## src/shared/msr_defs.svh

```systemverilog
// Notes on behaviour
// - Page control: current, changeable, default, saved.
// - Current uses select, else saved, else default.
// - Changeable sets alterable bits; code, length real.
// - Default returns defaults, unsupported parameters zero.
// - Saved returns saved, else defaults when none.
// - Block descriptor flag ignored, none ever returned.
// - Single page named by page code returned.
// - All-pages code returns pages in ascending order.
// - Zero allocation length transfers no bytes.
// - Stop at smaller of list and allocation.
// - Four-byte header, byte 0 length, pages follow.
// - Element page: savable, code, length eighteen.
// - Element page fields as 16-bit pairs, tail zero.
// - Geometry page: not savable, code, length two.
// - Geometry rotate and member number read zero.
`ifndef MSR_DEFS_SVH
`define MSR_DEFS_SVH

// Register byte addresses.
`define MSR_OFF_STATUS 8'h00
`define MSR_OFF_CTRL 8'h04
`define MSR_OFF_LASTLEN 8'h08
`define MSR_OFF_CUR0 8'h10
`define MSR_OFF_SAV0 8'h20
`define MSR_WORDS 4

// Control register bit positions.
`define MSR_CTRL_SET_CUR 0
`define MSR_CTRL_SET_SAV 1
`define MSR_CTRL_CLR_CUR 2

// Default element field words, two 16-bit fields per word, low field first.
`define MSR_DEF_W0 32'h0001_0000
`define MSR_DEF_W1 32'h0100_000a
`define MSR_DEF_W2 32'h0200_0001
`define MSR_DEF_W3 32'h0000_0002
`define MSR_CHG_FIELD 16'hffff
`define MSR_XPORT_COUNT 16'h0001

// Page codes and layout.
`define MSR_PG_EAA 6'h1d
`define MSR_PG_TG 6'h1e
`define MSR_PG_ALL 6'h3f
`define MSR_HDR_LEN 8'h04
`define MSR_EAA_LEN 8'h14
`define MSR_TG_LEN 8'h04
`define MSR_EAA_PLL 8'h12
`define MSR_TG_PLL 8'h02
`define MSR_FIFO_DEPTH 8

`define MSR_RESP_OKAY 2'b00
`define MSR_RESP_SLVERR 2'b10

`endif

```

## src/shared/msr_pkg.sv

```systemverilog
package msr_pkg;

	typedef enum logic [1:0]
	{
		MSR_PC_CURRENT = 2'h0,
		MSR_PC_CHANGEABLE = 2'h1,
		MSR_PC_DEFAULT = 2'h2,
		MSR_PC_SAVED = 2'h3
	} msr_pc_e;

	typedef enum logic [1:0]
	{
		MSR_ST_IDLE = 2'b00,
		MSR_ST_EMIT = 2'b01,
		MSR_ST_DONE = 2'b10
	} msr_state_e;

	typedef struct packed
	{
		logic skip_block_descriptors_flag;
		msr_pc_e page_control;
		logic [5:0] page_code;
		logic [7:0] alloc_len;
	} msr_cmd_s;

	typedef struct packed
	{
		logic last;
		logic [7:0] data;
	} msr_byte_s;

endpackage

```

## src/core/msr_responder.sv

```systemverilog
// Added by the designer: the AXI4-Lite interface to the registers and the register addresses.
`timescale 1ns/1ps
`include "msr_defs.svh"

// Byte FIFO between the list builder and the data-in output stage.
module msr_fifo
	import msr_pkg::*;
#(
	parameter int WIDTH = 9,
	parameter int DEPTH = 8
)
(
	// Clock and reset.
	input wire logic i_clk,
	input wire logic i_rst_n,
	// Fill side.
	input wire logic i_in_valid,
	input wire logic [WIDTH-1:0] i_in_data,
	output logic o_in_ready,
	// Drain side.
	output logic o_out_valid,
	output logic [WIDTH-1:0] o_out_data,
	input wire logic i_out_ready
);
	localparam int AW = $clog2(DEPTH);
	logic [WIDTH-1:0] mem [DEPTH];
	logic [AW-1:0] wr_ptr_reg;
	logic [AW-1:0] rd_ptr_reg;
	logic [AW:0] count_reg;
	logic push;
	logic pop;

	assign o_in_ready = (count_reg != (AW+1)'(DEPTH));
	assign o_out_valid = (count_reg != '0);
	assign o_out_data = mem[rd_ptr_reg];
	assign push = i_in_valid && o_in_ready;
	assign pop = o_out_valid && i_out_ready;

	always_ff @(posedge i_clk)
	begin
		if (push)
			mem[wr_ptr_reg] <= i_in_data;
	end

	always_ff @(posedge i_clk or negedge i_rst_n)
	begin
		if (!i_rst_n)
		begin
			wr_ptr_reg <= '0;
			rd_ptr_reg <= '0;
			count_reg <= '0;
		end
		else
		begin
			if (push)
				wr_ptr_reg <= (wr_ptr_reg == AW'(DEPTH-1)) ? '0 : wr_ptr_reg + 1'b1;
			if (pop)
				rd_ptr_reg <= (rd_ptr_reg == AW'(DEPTH-1)) ? '0 : rd_ptr_reg + 1'b1;
			count_reg <= count_reg + (AW+1)'(push) - (AW+1)'(pop);
		end
	end
endmodule

// Mode sense parameter list builder with an AXI4-Lite register slave.
module msr_responder
	import msr_pkg::*;
(
	// Clock and reset.
	input wire logic I_MCLK,
	input wire logic I_NRST,
	// Command from the protocol engine.
	input wire logic I_CMD_VALID,
	input wire msr_cmd_s I_CMD,
	input wire logic I_BUS_RESET,
	output logic O_CMD_READY,
	output logic O_DONE,
	output logic O_PAGE_ABSENT,
	// Data-in byte stream.
	output logic O_DIN_VALID,
	output msr_byte_s O_DIN,
	input wire logic I_DIN_READY,
	// AXI4-Lite slave.
	input wire logic [7:0] S_AXI_AWADDR,
	input wire logic S_AXI_AWVALID,
	output logic S_AXI_AWREADY,
	input wire logic [31:0] S_AXI_WDATA,
	input wire logic [3:0] S_AXI_WSTRB,
	input wire logic S_AXI_WVALID,
	output logic S_AXI_WREADY,
	output logic [1:0] S_AXI_BRESP,
	output logic S_AXI_BVALID,
	input wire logic S_AXI_BREADY,
	input wire logic [7:0] S_AXI_ARADDR,
	input wire logic S_AXI_ARVALID,
	output logic S_AXI_ARREADY,
	output logic [31:0] S_AXI_RDATA,
	output logic [1:0] S_AXI_RRESP,
	output logic S_AXI_RVALID,
	input wire logic S_AXI_RREADY
);
	logic [1:0] rst_sync_reg;
	logic rst_n;
	msr_state_e state_reg;
	msr_cmd_s cmd_reg;
	logic [7:0] idx_reg;
	logic [7:0] lastlen_reg;
	logic cur_valid_reg;
	logic sav_valid_reg;
	logic [31:0] cur_reg [`MSR_WORDS];
	logic [31:0] sav_reg [`MSR_WORDS];
	logic has_eaa;
	logic has_tg;
	logic [7:0] total;
	logic [7:0] limit;
	logic [7:0] push_data;
	logic push_last;
	logic push;
	logic fifo_in_ready;
	logic fifo_out_valid;
	msr_byte_s fifo_out;
	logic fifo_pop;
	logic cmd_take;
	logic [7:0] aw_addr_reg;
	logic aw_held_reg;
	logic [31:0] w_data_reg;
	logic [3:0] w_strb_reg;
	logic w_held_reg;
	logic wr_fire;
	logic wr_hit;
	logic [3:0] ctrl_pulse;

	always_ff @(posedge I_MCLK or negedge I_NRST)
	begin
		if (!I_NRST)
			rst_sync_reg <= 2'b00;
		else
			rst_sync_reg <= {rst_sync_reg[0], 1'b1};
	end
	assign rst_n = rst_sync_reg[1];

	// Field value for stored element field m under the requested page control.
	function automatic logic [15:0] field_val(input logic [2:0] m);
		logic [31:0] dw;
		logic [31:0] sel;
		dw = 32'h0;
		case (m[2:1])
			2'd0: dw = `MSR_DEF_W0;
			2'd1: dw = `MSR_DEF_W1;
			2'd2: dw = `MSR_DEF_W2;
			default: dw = `MSR_DEF_W3;
		endcase
		case (cmd_reg.page_control)
			MSR_PC_CURRENT: sel = cur_valid_reg ? cur_reg[m[2:1]] :
				(sav_valid_reg ? sav_reg[m[2:1]] : dw);
			MSR_PC_CHANGEABLE: sel = {`MSR_CHG_FIELD, `MSR_CHG_FIELD};
			MSR_PC_DEFAULT: sel = dw;
			MSR_PC_SAVED: sel = sav_valid_reg ? sav_reg[m[2:1]] : dw;
			default: sel = dw;
		endcase
		return m[0] ? sel[31:16] : sel[15:0];
	endfunction

	// Page selection; the block descriptor flag is never consulted.
	assign has_eaa = (cmd_reg.page_code == `MSR_PG_EAA) || (cmd_reg.page_code == `MSR_PG_ALL);
	assign has_tg = (cmd_reg.page_code == `MSR_PG_TG) || (cmd_reg.page_code == `MSR_PG_ALL);
	assign total = `MSR_HDR_LEN + (has_eaa ? `MSR_EAA_LEN : 8'h00) + (has_tg ? `MSR_TG_LEN : 8'h00);
	assign limit = (cmd_reg.alloc_len < total) ? cmd_reg.alloc_len : total;

	// List byte at position idx_reg: header, element page, then geometry page.
	always_comb
	begin
		logic [7:0] rel;
		logic [15:0] fv;
		logic [2:0] k;
		rel = 8'h00;
		fv = 16'h0000;
		k = 3'd0;
		push_data = 8'h00;
		if (idx_reg == 8'h00)
			push_data = total - `MSR_HDR_LEN;
		else if (idx_reg < `MSR_HDR_LEN)
			push_data = 8'h00;
		else if (has_eaa && (idx_reg < `MSR_HDR_LEN + `MSR_EAA_LEN))
		begin
			rel = idx_reg - `MSR_HDR_LEN;
			k = 3'((rel - 8'h02) >> 1);
			if (k == 3'd1)
				fv = (cmd_reg.page_control == MSR_PC_CHANGEABLE) ? 16'h0000 : `MSR_XPORT_COUNT;
			else if (k == 3'd0)
				fv = field_val(3'd0);
			else
				fv = field_val(k - 3'd1);
			if (rel == 8'h00)
				push_data = {1'b1, 1'b0, `MSR_PG_EAA};
			else if (rel == 8'h01)
				push_data = `MSR_EAA_PLL;
			else if (rel < 8'h12)
				push_data = rel[0] ? fv[7:0] : fv[15:8];
			else
				push_data = 8'h00;
		end
		else
		begin
			rel = idx_reg - (has_eaa ? `MSR_HDR_LEN + `MSR_EAA_LEN : `MSR_HDR_LEN);
			if (rel == 8'h00)
				push_data = {1'b0, 1'b0, `MSR_PG_TG};
			else if (rel == 8'h01)
				push_data = `MSR_TG_PLL;
			else
				push_data = 8'h00;
		end
	end

	assign cmd_take = I_CMD_VALID && O_CMD_READY;
	assign push = (state_reg == MSR_ST_EMIT) && fifo_in_ready;
	assign push_last = (idx_reg == limit - 8'h01);

	always_ff @(posedge I_MCLK or negedge rst_n)
	begin
		if (!rst_n)
		begin
			state_reg <= MSR_ST_IDLE;
			cmd_reg <= '0;
			idx_reg <= 8'h00;
			O_CMD_READY <= 1'b0;
			O_DONE <= 1'b0;
			O_PAGE_ABSENT <= 1'b0;
			lastlen_reg <= 8'h00;
		end
		else
		begin
			O_DONE <= 1'b0;
			case (state_reg)
				MSR_ST_IDLE:
				begin
					O_CMD_READY <= 1'b1;
					if (cmd_take)
					begin
						cmd_reg <= I_CMD;
						idx_reg <= 8'h00;
						O_CMD_READY <= 1'b0;
						O_PAGE_ABSENT <= (I_CMD.page_code != `MSR_PG_EAA) &&
							(I_CMD.page_code != `MSR_PG_TG) && (I_CMD.page_code != `MSR_PG_ALL);
						state_reg <= (I_CMD.alloc_len == 8'h00) ? MSR_ST_DONE : MSR_ST_EMIT;
					end
				end
				MSR_ST_EMIT:
				begin
					if (push)
					begin
						idx_reg <= idx_reg + 8'h01;
						if (push_last)
							state_reg <= MSR_ST_DONE;
					end
				end
				MSR_ST_DONE:
				begin
					O_DONE <= 1'b1;
					lastlen_reg <= (cmd_reg.alloc_len == 8'h00) ? 8'h00 : limit;
					state_reg <= MSR_ST_IDLE;
				end
				default: state_reg <= MSR_ST_IDLE;
			endcase
		end
	end

	msr_fifo #(.WIDTH(9), .DEPTH(`MSR_FIFO_DEPTH)) u_fifo
	(
		.i_clk(I_MCLK),
		.i_rst_n(rst_n),
		.i_in_valid(push),
		.i_in_data({push_last, push_data}),
		.o_in_ready(fifo_in_ready),
		.o_out_valid(fifo_out_valid),
		.o_out_data(fifo_out),
		.i_out_ready(fifo_pop)
	);

	// Output register stage so the stream ports come from flip-flops.
	assign fifo_pop = !O_DIN_VALID || I_DIN_READY;
	always_ff @(posedge I_MCLK or negedge rst_n)
	begin
		if (!rst_n)
		begin
			O_DIN_VALID <= 1'b0;
			O_DIN <= '0;
		end
		else if (fifo_pop)
		begin
			O_DIN_VALID <= fifo_out_valid;
			O_DIN <= fifo_out;
		end
	end

	// AXI4-Lite write path: address and data taken in either order.
	assign wr_fire = aw_held_reg && w_held_reg && !S_AXI_BVALID;
	assign wr_hit = (aw_addr_reg == `MSR_OFF_CTRL) ||
		((aw_addr_reg[7:4] == `MSR_OFF_CUR0 >> 4) || (aw_addr_reg[7:4] == `MSR_OFF_SAV0 >> 4));
	assign ctrl_pulse = (wr_fire && aw_addr_reg == `MSR_OFF_CTRL && w_strb_reg[0]) ?
		w_data_reg[3:0] : 4'h0;

	always_ff @(posedge I_MCLK or negedge rst_n)
	begin
		if (!rst_n)
		begin
			aw_held_reg <= 1'b0;
			w_held_reg <= 1'b0;
			aw_addr_reg <= 8'h00;
			w_data_reg <= 32'h0;
			w_strb_reg <= 4'h0;
			S_AXI_AWREADY <= 1'b0;
			S_AXI_WREADY <= 1'b0;
			S_AXI_BVALID <= 1'b0;
			S_AXI_BRESP <= `MSR_RESP_OKAY;
		end
		else
		begin
			S_AXI_AWREADY <= !aw_held_reg && !(S_AXI_AWVALID && S_AXI_AWREADY);
			S_AXI_WREADY <= !w_held_reg && !(S_AXI_WVALID && S_AXI_WREADY);
			if (S_AXI_AWVALID && S_AXI_AWREADY)
			begin
				aw_held_reg <= 1'b1;
				aw_addr_reg <= {S_AXI_AWADDR[7:2], 2'b00};
			end
			if (S_AXI_WVALID && S_AXI_WREADY)
			begin
				w_held_reg <= 1'b1;
				w_data_reg <= S_AXI_WDATA;
				w_strb_reg <= S_AXI_WSTRB;
			end
			if (wr_fire)
			begin
				aw_held_reg <= 1'b0;
				w_held_reg <= 1'b0;
				S_AXI_BVALID <= 1'b1;
				S_AXI_BRESP <= wr_hit ? `MSR_RESP_OKAY : `MSR_RESP_SLVERR;
			end
			else if (S_AXI_BVALID && S_AXI_BREADY)
				S_AXI_BVALID <= 1'b0;
		end
	end

	// Stored parameter words, written by firmware after a mode select or save.
	for (genvar g = 0; g < `MSR_WORDS; g++)
	begin : g_word
		always_ff @(posedge I_MCLK or negedge rst_n)
		begin
			if (!rst_n)
			begin
				cur_reg[g] <= 32'h0;
				sav_reg[g] <= 32'h0;
			end
			else if (wr_fire)
			begin
				for (int b = 0; b < 4; b++)
				begin
					if (w_strb_reg[b] && aw_addr_reg == `MSR_OFF_CUR0 + 8'(4 * g))
						cur_reg[g][8*b +: 8] <= w_data_reg[8*b +: 8];
					if (w_strb_reg[b] && aw_addr_reg == `MSR_OFF_SAV0 + 8'(4 * g))
						sav_reg[g][8*b +: 8] <= w_data_reg[8*b +: 8];
				end
			end
		end
	end

	// Validity of current and saved sets; a set wins over a bus reset clear.
	always_ff @(posedge I_MCLK or negedge rst_n)
	begin
		if (!rst_n)
		begin
			cur_valid_reg <= 1'b0;
			sav_valid_reg <= 1'b0;
		end
		else
		begin
			if (ctrl_pulse[`MSR_CTRL_SET_CUR])
				cur_valid_reg <= 1'b1;
			else if (I_BUS_RESET || ctrl_pulse[`MSR_CTRL_CLR_CUR])
				cur_valid_reg <= 1'b0;
			if (ctrl_pulse[`MSR_CTRL_SET_SAV])
				sav_valid_reg <= 1'b1;
		end
	end

	// AXI4-Lite read path.
	always_ff @(posedge I_MCLK or negedge rst_n)
	begin
		if (!rst_n)
		begin
			S_AXI_ARREADY <= 1'b0;
			S_AXI_RVALID <= 1'b0;
			S_AXI_RDATA <= 32'h0;
			S_AXI_RRESP <= `MSR_RESP_OKAY;
		end
		else
		begin
			S_AXI_ARREADY <= !S_AXI_RVALID && !(S_AXI_ARVALID && S_AXI_ARREADY);
			if (S_AXI_ARVALID && S_AXI_ARREADY)
			begin
				S_AXI_RVALID <= 1'b1;
				S_AXI_RRESP <= `MSR_RESP_OKAY;
				S_AXI_RDATA <= 32'h0;
				case ({S_AXI_ARADDR[7:2], 2'b00})
					`MSR_OFF_STATUS: S_AXI_RDATA <= {28'h0, state_reg, sav_valid_reg, cur_valid_reg};
					`MSR_OFF_CTRL: S_AXI_RDATA <= 32'h0;
					`MSR_OFF_LASTLEN: S_AXI_RDATA <= {24'h0, lastlen_reg};
					8'h10, 8'h14, 8'h18, 8'h1c: S_AXI_RDATA <= cur_reg[S_AXI_ARADDR[3:2]];
					8'h20, 8'h24, 8'h28, 8'h2c: S_AXI_RDATA <= sav_reg[S_AXI_ARADDR[3:2]];
					default: S_AXI_RRESP <= `MSR_RESP_SLVERR;
				endcase
			end
			else if (S_AXI_RVALID && S_AXI_RREADY)
				S_AXI_RVALID <= 1'b0;
		end
	end
endmodule

```

## config.mk

```make
export PLATFORM = sky130hd
export DESIGN_NAME = msr_responder
export DESIGN_NICKNAME = d
export VERILOG_FILES = /design/src/shared/msr_pkg.sv /design/src/core/msr_responder.sv
export VERILOG_INCLUDE_DIRS = /design/src /design/src/shared
export SDC_FILE = /design/constraint.sdc
export NUM_CORES = 1
export LEC_CHECK = 0
export BUFFER_PORTS_ARGS = -buffer_cell sky130_fd_sc_hd__buf_2
export CELL_PAD_IN_SITES_DETAIL_PLACEMENT = 2
export CELL_PAD_IN_SITES_GLOBAL_PLACEMENT = 2
export CORE_UTILIZATION = 40
export DETAILED_ROUTE_END_ITERATION = 7
export PLACE_DENSITY = 0.82
export SLEW_MARGIN = 20
export SYNTH_ARGS = -nofsm -noshare
export SYNTH_HDL_FRONTEND = slang
export SYNTH_SLANG_ARGS = --single-unit
```

## constraint.sdc

```tcl
create_clock -name I_MCLK -period 11.3 [get_ports I_MCLK]
set_input_delay 2.26 -clock I_MCLK [delete_from_list [all_inputs] [get_ports I_MCLK]]
set_output_delay 2.26 -clock I_MCLK [all_outputs]
set_load 0.02 [all_outputs]
```

== Word level (Yosys, flattened, before mapping) ==
Memories as Yosys holds them, arrays and structs flattened. A register that Yosys moved wholly into a read port is not among the register bits.
Cells that the tools add are included.

* Bits in registers: 393
* RAM bits: 72
* Output and inout bits: 54
* Memories kept: 1

{| class="wikitable"
|+ Memory list
! name !! depth !! width !! rd ports !! clocked after memory_dff !! write ports !! RTL line !! RTL
|-
| u_fifo.mem || 8 || 9 || 1 || 1 || 1 || msr_responder.sv:26 || <nowiki>logic [WIDTH-1:0] mem [DEPTH];</nowiki>
|}

* Add/subtract/negate cells: 13
* Magnitude comparators: 6
* Equal/unequal tests: 44
* Multiplexer cells: 65
* Bitwise logic cells: 2
* Reduce and logical (&&, ||, !) cells: 121

{| class="wikitable"
|+ Operator list
! cell !! count
|-
| two-way mux 32 bit || 10
|-
| binary-select mux 32 bit (select 2 bit) || 4
|-
| case mux 32 bit (4 select lines) || 2
|-
| two-way mux 8 bit || 11
|-
| two-way mux 16 bit || 5
|-
| case mux 26 bit (3 select lines) || 1
|-
| AND reduction 2 bit || 33
|-
| case mux 16 bit (4 select lines) || 1
|-
| logical AND 1 bit || 51
|-
| == test 6 x 3 -> 1 bit (second input constant) || 8
|-
| == test 6 x 4 -> 1 bit (second input constant) || 8
|-
| zero test 8 bit || 5
|-
| == test 8 x 1 -> 1 bit (second input constant) || 2
|-
| less-than comparator 8 x 5 -> 1 bit (second input constant) || 2
|-
| case mux 8 bit (2 select lines) || 1
|-
| two-way mux 1 bit || 15
|-
| two-way mux 5 bit || 3
|-
| two-way mux 2 bit || 7
|-
| == test 6 x 1 -> 1 bit (second input constant) || 2
|-
| == test 6 x 5 -> 1 bit (second input constant) || 2
|-
| two-way mux 3 bit || 4
|-
| inequality test 6 x 5 -> 1 bit (second input constant) || 2
|-
| nonzero test 2 bit || 6
|-
| OR reduction 11 bit || 1
|-
| other kinds (38) || 65
|}

== Logic depth before layout (Yosys ltp) ==
* Depth after elaboration: 20
* Depth in mapped cells: 15
* Mapped depth without buffers: 14

== Cells and area by module ==
Synthesis repeated with hierarchy kept, for this count alone.

* Cells, all modules: 1756
* Area, all modules: 23879.2 sq um

{| class="wikitable"
|+ By module, submodules not included
! module !! times used !! cells each !! area each (sq um) !! seq. area each (sq um)
|-
| msr_responder || 1 || 1593 || 20480.9 || 9759.4
|-
| msr_fifo || 1 || 163 || 3398.3 || 2412.3
|}

== Worst setup path before layout ==
No wires, ideal clock.

* Kind: input-to-reg
* Start point: input port S_AXI_ARADDR[2]
* End point: register S_AXI_RDATA[20]
* Library setup time: 0.126 ns
* Arrival time: 4.226 ns
* Required time: 11.174 ns
* Slack: 6.948 ns
* Stages: 6
* Buffers on the path: 3
* Path through: clkbuf_1 > clkbuf_1 > buf_1 > mux4_2 > a221oi_1 > nor2_1

* Cells in the longest elaborated chain, start to end: 5
* Elaborated cells between the ends (all ways): 20
* Classes of those cells: 9 x eq/ne; 7 x mux; 1 x bitwise; 3 x reduce/logical

{| class="wikitable"
|+ RTL lines
! element !! RTL line !! RTL
|-
| from (decl) || msr_responder.sv:93 || <nowiki>input wire logic [7:0] S_AXI_ARADDR,</nowiki>
|-
| inverter 2 -> 3 bit (implied by the code) || msr_responder.sv:407, msr_responder.sv:408 ||
|-
| binary-select mux 32 bit (select 2 bit) (on tied branches) || msr_responder.sv:408, msr_responder.sv:407 ||
|-
| two-way mux 32 bit (on tied branches) (2 in a row) || msr_responder.sv:408, msr_responder.sv:407 ||
|-
| case mux 32 bit (4 select lines) (*) || msr_responder.sv:403 || <nowiki>case ({S_AXI_ARADDR[7:2], 2'b00})</nowiki>
|-
| to (signal assigned) || msr_responder.sv:404 || <nowiki>`MSR_OFF_STATUS: S_AXI_RDATA <= {28'h0, state_reg, sav_valid_reg, cur_valid_reg};</nowiki>
|-
| to (signal assigned) || msr_responder.sv:406 || <nowiki>`MSR_OFF_LASTLEN: S_AXI_RDATA <= {24'h0, lastlen_reg};</nowiki>
|-
| to (signal assigned) || msr_responder.sv:408 || <nowiki>8'h20, 8'h24, 8'h28, 8'h2c: S_AXI_RDATA <= sav_reg[S_AXI_ARADDR[3:2]];</nowiki>
|-
| to (decl) || msr_responder.sv:96 || <nowiki>output logic [31:0] S_AXI_RDATA,</nowiki>
|}

Mark *: on every way between the ends. The rest lies on a longest branch, timed or not. The select of a mux whose other input is x is not followed.
A chain may end at the register's enable or synchronous reset.

== Worst setup path in the final report ==
* Start point: register idx_reg[1]
* End point: memory u_fifo.mem[0][3] (data pin)

* Cells in the longest elaborated chain, start to end: 20
* Elaborated cells between the ends (all ways): 39
* Classes of those cells: 4 x add/sub; 3 x order compare; 4 x eq/ne; 21 x mux; 1 x bitwise; 6 x reduce/logical

{| class="wikitable"
|+ RTL lines
! element !! RTL line !! RTL
|-
| from (decl) || msr_responder.sv:105 || <nowiki>logic [7:0] idx_reg;</nowiki>
|-
| from (signal assigned) || msr_responder.sv:251 || <nowiki>idx_reg <= idx_reg + 8'h01;</nowiki>
|-
| subtractor 8 x 3 -> 8 bit (no source line) || - ||
|-
| subtractor 4 x 2 -> 4 bit || msr_responder.sv:186 || <nowiki>k = 3'((rel - 8'h02) >> 1);</nowiki>
|-
| subtractor 3 x 1 -> 3 bit || msr_responder.sv:192 || <nowiki>fv = field_val(k - 3'd1);</nowiki>
|-
| inverter 2 -> 3 bit (implied by the code) || msr_responder.sv:153, msr_responder.sv:154, msr_responder.sv:157 ||
|-
| binary-select mux 32 bit (select 2 bit) || msr_responder.sv:154, msr_responder.sv:157 ||
|-
| two-way mux 32 bit (implied by the code) (2 in a row) || msr_responder.sv:154, msr_responder.sv:157 ||
|-
| two-way mux 32 bit || msr_responder.sv:154, msr_responder.sv:157 ||
|-
| two-way mux 32 bit || msr_responder.sv:153 || <nowiki>MSR_PC_CURRENT: sel = cur_valid_reg ? cur_reg[m[2:1]] :</nowiki>
|-
| (+4 left out) || - ||
|-
| two-way mux 8 bit || msr_responder.sv:198 || <nowiki>push_data = rel[0] ? fv[7:0] : fv[15:8];</nowiki>
|-
| two-way mux 8 bit || msr_responder.sv:197 || <nowiki>else if (rel < 8'h12)</nowiki>
|-
| two-way mux 8 bit || msr_responder.sv:195 || <nowiki>else if (rel == 8'h01)</nowiki>
|-
| two-way mux 8 bit || msr_responder.sv:193 || <nowiki>if (rel == 8'h00)</nowiki>
|-
| two-way mux 8 bit || msr_responder.sv:183 || <nowiki>else if (has_eaa && (idx_reg < `MSR_HDR_LEN + `MSR_EAA_LEN))</nowiki>
|-
| two-way mux 8 bit || msr_responder.sv:181 || <nowiki>else if (idx_reg < `MSR_HDR_LEN)</nowiki>
|-
| two-way mux 8 bit (*) || msr_responder.sv:179 || <nowiki>if (idx_reg == 8'h00)</nowiki>
|-
| net push_data[3] || msr_responder.sv:115 || <nowiki>logic [7:0] push_data;</nowiki>
|-
| to (decl) || msr_responder.sv:26 ||
|}

The timed path passes the listed nets; every way through them passes the cells marked *. The select of a mux whose other input is x is not followed.

==> impl_metrics.tcl <==
set metrics [dict create \
    crit_top_cell "buf_4" \
    crit_buf_inv 4 \
    drc 0 \
    critPathCapture "u_fifo.mem[0][3]$_DFFE_PP_" \
    clk_pin_slew_ps 60 \
    grt_setup_unrepaired "false" \
    synthCells 1744 \
    antenna_cells 0 \
    required_ps 11550 \
    cts.path.max_buffers 3 \
    synth_edf_count 72 \
    fin_crit_sh 0.483 \
    core_sq_um 59000 \
    worstReg2RegEnd "u_fifo.mem[0][3]$_DFFE_PP_" \
    syn2layout_area_growth_pct 13.3 \
    route.vias.total 16300 \
    htreeDepth 2 \
    clockRootBuffer "clkbuf_16" \
    cts_tree "built" \
    reg2reg_from "idx_reg[1]$_DFFE_PN0P_" \
    dp_cells 2572 \
    cp-start-kind "flip-flop" \
    hold_path.class "flip-flop to flip-flop" \
    dr.first_iter.drc_count 1231 \
    crit_arrival_ps 5700 \
    pin_count 133 \
    synth_area_per_cell_sq_um 13.7 \
    fin_skew_ps 25.3 \
    drt-total-wl_mm 79.4 \
    io_buffers 125 \
    fmax_mhz 183 \
    period_minus_slack_ps 5450 \
    grt_pass1_wl_mm 121 \
    power_density_nw_per_um2 300 \
    antenna_found_initial 0 \
    nNetsFinal 1967 \
    post_synth_num_cell_types 85 \
    ys.warnings.count 0 \
    reg2reg_setup_slack_ps 5850 \
    cp.depth 11 \
    dpl.hpwl_mm 52.6 \
    slew_headroom 0.266 \
    critical-path-slowest-cell "a311oi_1" \
    viasPerCell 6.12 \
    whs_ps 349 \
    async_flop_share 0.847 \
    peakVddDrop_mv 0.225 \
    cts-resized-gates 0 \
    cts_buffers 52 \
    grt-ovfl-total 0 \
    cp-end-kind "flip-flop" \
    clock-sinks 472 \
    maxCapViolations 0 \
    track_usage 0.269 \
    status "completed" \
    crit_type "flip-flop to flip-flop" \
    rows 89 \
    ant_nets 0 \
    path_cells "buf_4 > inv_1 > ha_1 > xnor3_2 > buf_4 > buf_4 > mux4_2 > o21ai_0 > o21ai_0 > a311oi_1 > o211ai_1" \
    hold_viol 0 \
    synth_seq_cells 472 \
    setup_viol_count_final 0 \
    dieArea_sq_um 60700 \
    die-height_um 246 \
    syn_area_sq_um 23900 \
    report.final.slew_viol_count 0 \
    worst_pin_slew_ps 1100 \
    place_congestion 0.916 \
    critPathTopFamily "buffers and inverters" \
    first_pass_iters 5 \
    critPathMaxFanout 34 \
    ys.flop_type "dfrtp_1" \
    clock_latency_ps 620 \
    start_util 0.405 \
    yosysSeqAreaShare 0.510 \
    cts_setup_buffers 0 \
    fin_tns_setup_ps 0 \
    final-instance-count-excl-fill 2667 \
    grt_max_degree 83 \
    drive_gt1_frac 0.386 \
    slowest_delay_ps 640 \
    grt_pass1_vias 18500 \
    cp-startpoint "idx_reg[1]$_DFFE_PN0P_" \
    wl_per_cell_um 29.8 \
    hold_buffers 0 \
    die_x_um 246 \
    rr_worst_depth 11 \
    p_leak_nw 11.8 \
]
## metrics by stage
stage                util  area [sq um]  setup WS [ps]  total power, mW
floorplan               -         23900           4770             5.10
global placement    0.427         25200           6150             6.00
detailed placement  0.427         25200           5950             6.25
CTS                 0.458         27000           5900             8.14
global route        0.458         27100           5700             8.50
finish              0.458         27100           5850             8.12
## worst register-to-register path: cells and delay by family (launching register included)
family | cells | cell delay, ps
AO/OA/AOI/OAI | 4 | 1330
XOR/XNOR | 1 | 390
flip-flops | 1 | 340
buffers and inverters | 4 | 1990
adder cells (fa/ha/maj) | 1 | 430
multiplexers | 1 | 610
## power by group
part / switching (mW) / total, mW / internal, mW
logic: 1.89 / 3.34 / 1.46
clock network: 0.737 / 1.81 / 1.07
registers: 0.657 / 2.96 / 2.30
## cells in the mapped netlist (13+ instances only)
master / count / area, sq um
o21ai_0: 61 / 305
mux4_2: 142 / 3200
nand2_1: 108 / 405
clkbuf_1: 62 / 233
mux2_2: 315 / 3550
nand3_1: 19 / 95.1
nand4_1: 13 / 81.3
nor3_1: 16 / 80.1
mux2i_1: 40 / 400
nor2_1: 118 / 443
dfrtp_1: 400 / 10000
edfxtp_1: 72 / 2160
ha_1: 34 / 425
a221oi_1: 24 / 210
xnor2_1: 18 / 158
a21oi_1: 47 / 235
inv_1: 30 / 113
## worst min-delay path by stage
stage | depth (start not counted) | to | slack [ps] | from
after floorplan | 0 | rst_sync_reg[1]$_DFF_PN0_ | 330 | rst_sync_reg[0]$_DFF_PN0_
after global placement | 0 | rst_sync_reg[1]$_DFF_PN0_ | 330 | rst_sync_reg[0]$_DFF_PN0_
after detailed placement | 0 | rst_sync_reg[1]$_DFF_PN0_ | 340 | rst_sync_reg[0]$_DFF_PN0_
after CTS | 0 | rst_sync_reg[1]$_DFF_PN0_ | 350 | rst_sync_reg[0]$_DFF_PN0_
after global routing | 0 | rst_sync_reg[1]$_DFF_PN0_ | 370 | rst_sync_reg[0]$_DFF_PN0_
final | 0 | rst_sync_reg[1]$_DFF_PN0_ | 350 | rst_sync_reg[0]$_DFF_PN0_
## per-layer routing
layer,vias up,global-route usage,share of wire
met2,497,0.480,0.52
met5,-,0,0
li1,6831,-,-
met1,8809,0.328,0.40
met4,0,0.106,0.041
met3,180,0.0336,0.043
## cells by family (layout without fill, tap and decap cells)
group	count (synthesis)	in the layout	share of synthesized area
AO/OA/AOI/OAI	227	227	0.0637
XOR/XNOR	25	25	0.0101
adder cells (fa/ha/maj)	35	35	0.0187
buffers and inverters	128	277	0.0262
flip-flops	472	472	0.510
multiplexers	499	499	0.301
other	2	3	0.000315
AND/OR/NAND/NOR	356	356	0.0700
## layout make-up
cell class / instances / area [sq um]
Clock buffer: 72 / 1520
Clock inverter: 23 / 283
Fill cell: 5688 / 32000
Inverter: 30 / 113
Multi-Input combinational cell: 1145 / 11200
Sequential cell: 472 / 12200
Tap cell: 773 / 967
Timing Repair Buffer: 152 / 837
## cells in the final DEF, fill, tap and decap left out, types with 7 or more instances in the layout
master and n:
inv_1 30, a221oi_1 24, clkinv_2 14, buf_4 28, nand2_1 107, nand4_1 13, nand3_1 19, a31oi_1 12
and2_1 12, nand2b_1 9, dfrtp_1 399, and3_1 7, clkbuf_8 12, ha_1 34, nor2_1 117, or3_1 7
nor3_1 15, clkbuf_1 7, a22oi_1 9, o21a_1 7, edfxtp_1 72, o21ai_0 61, mux4_2 142, o22ai_1 9
xnor2_1 18, mux2i_1 40, clkbuf_16 53, buf_2 123, mux2_2 315, a21oi_1 47, nor4_1 8
Power figures use the tool's default switching activity.
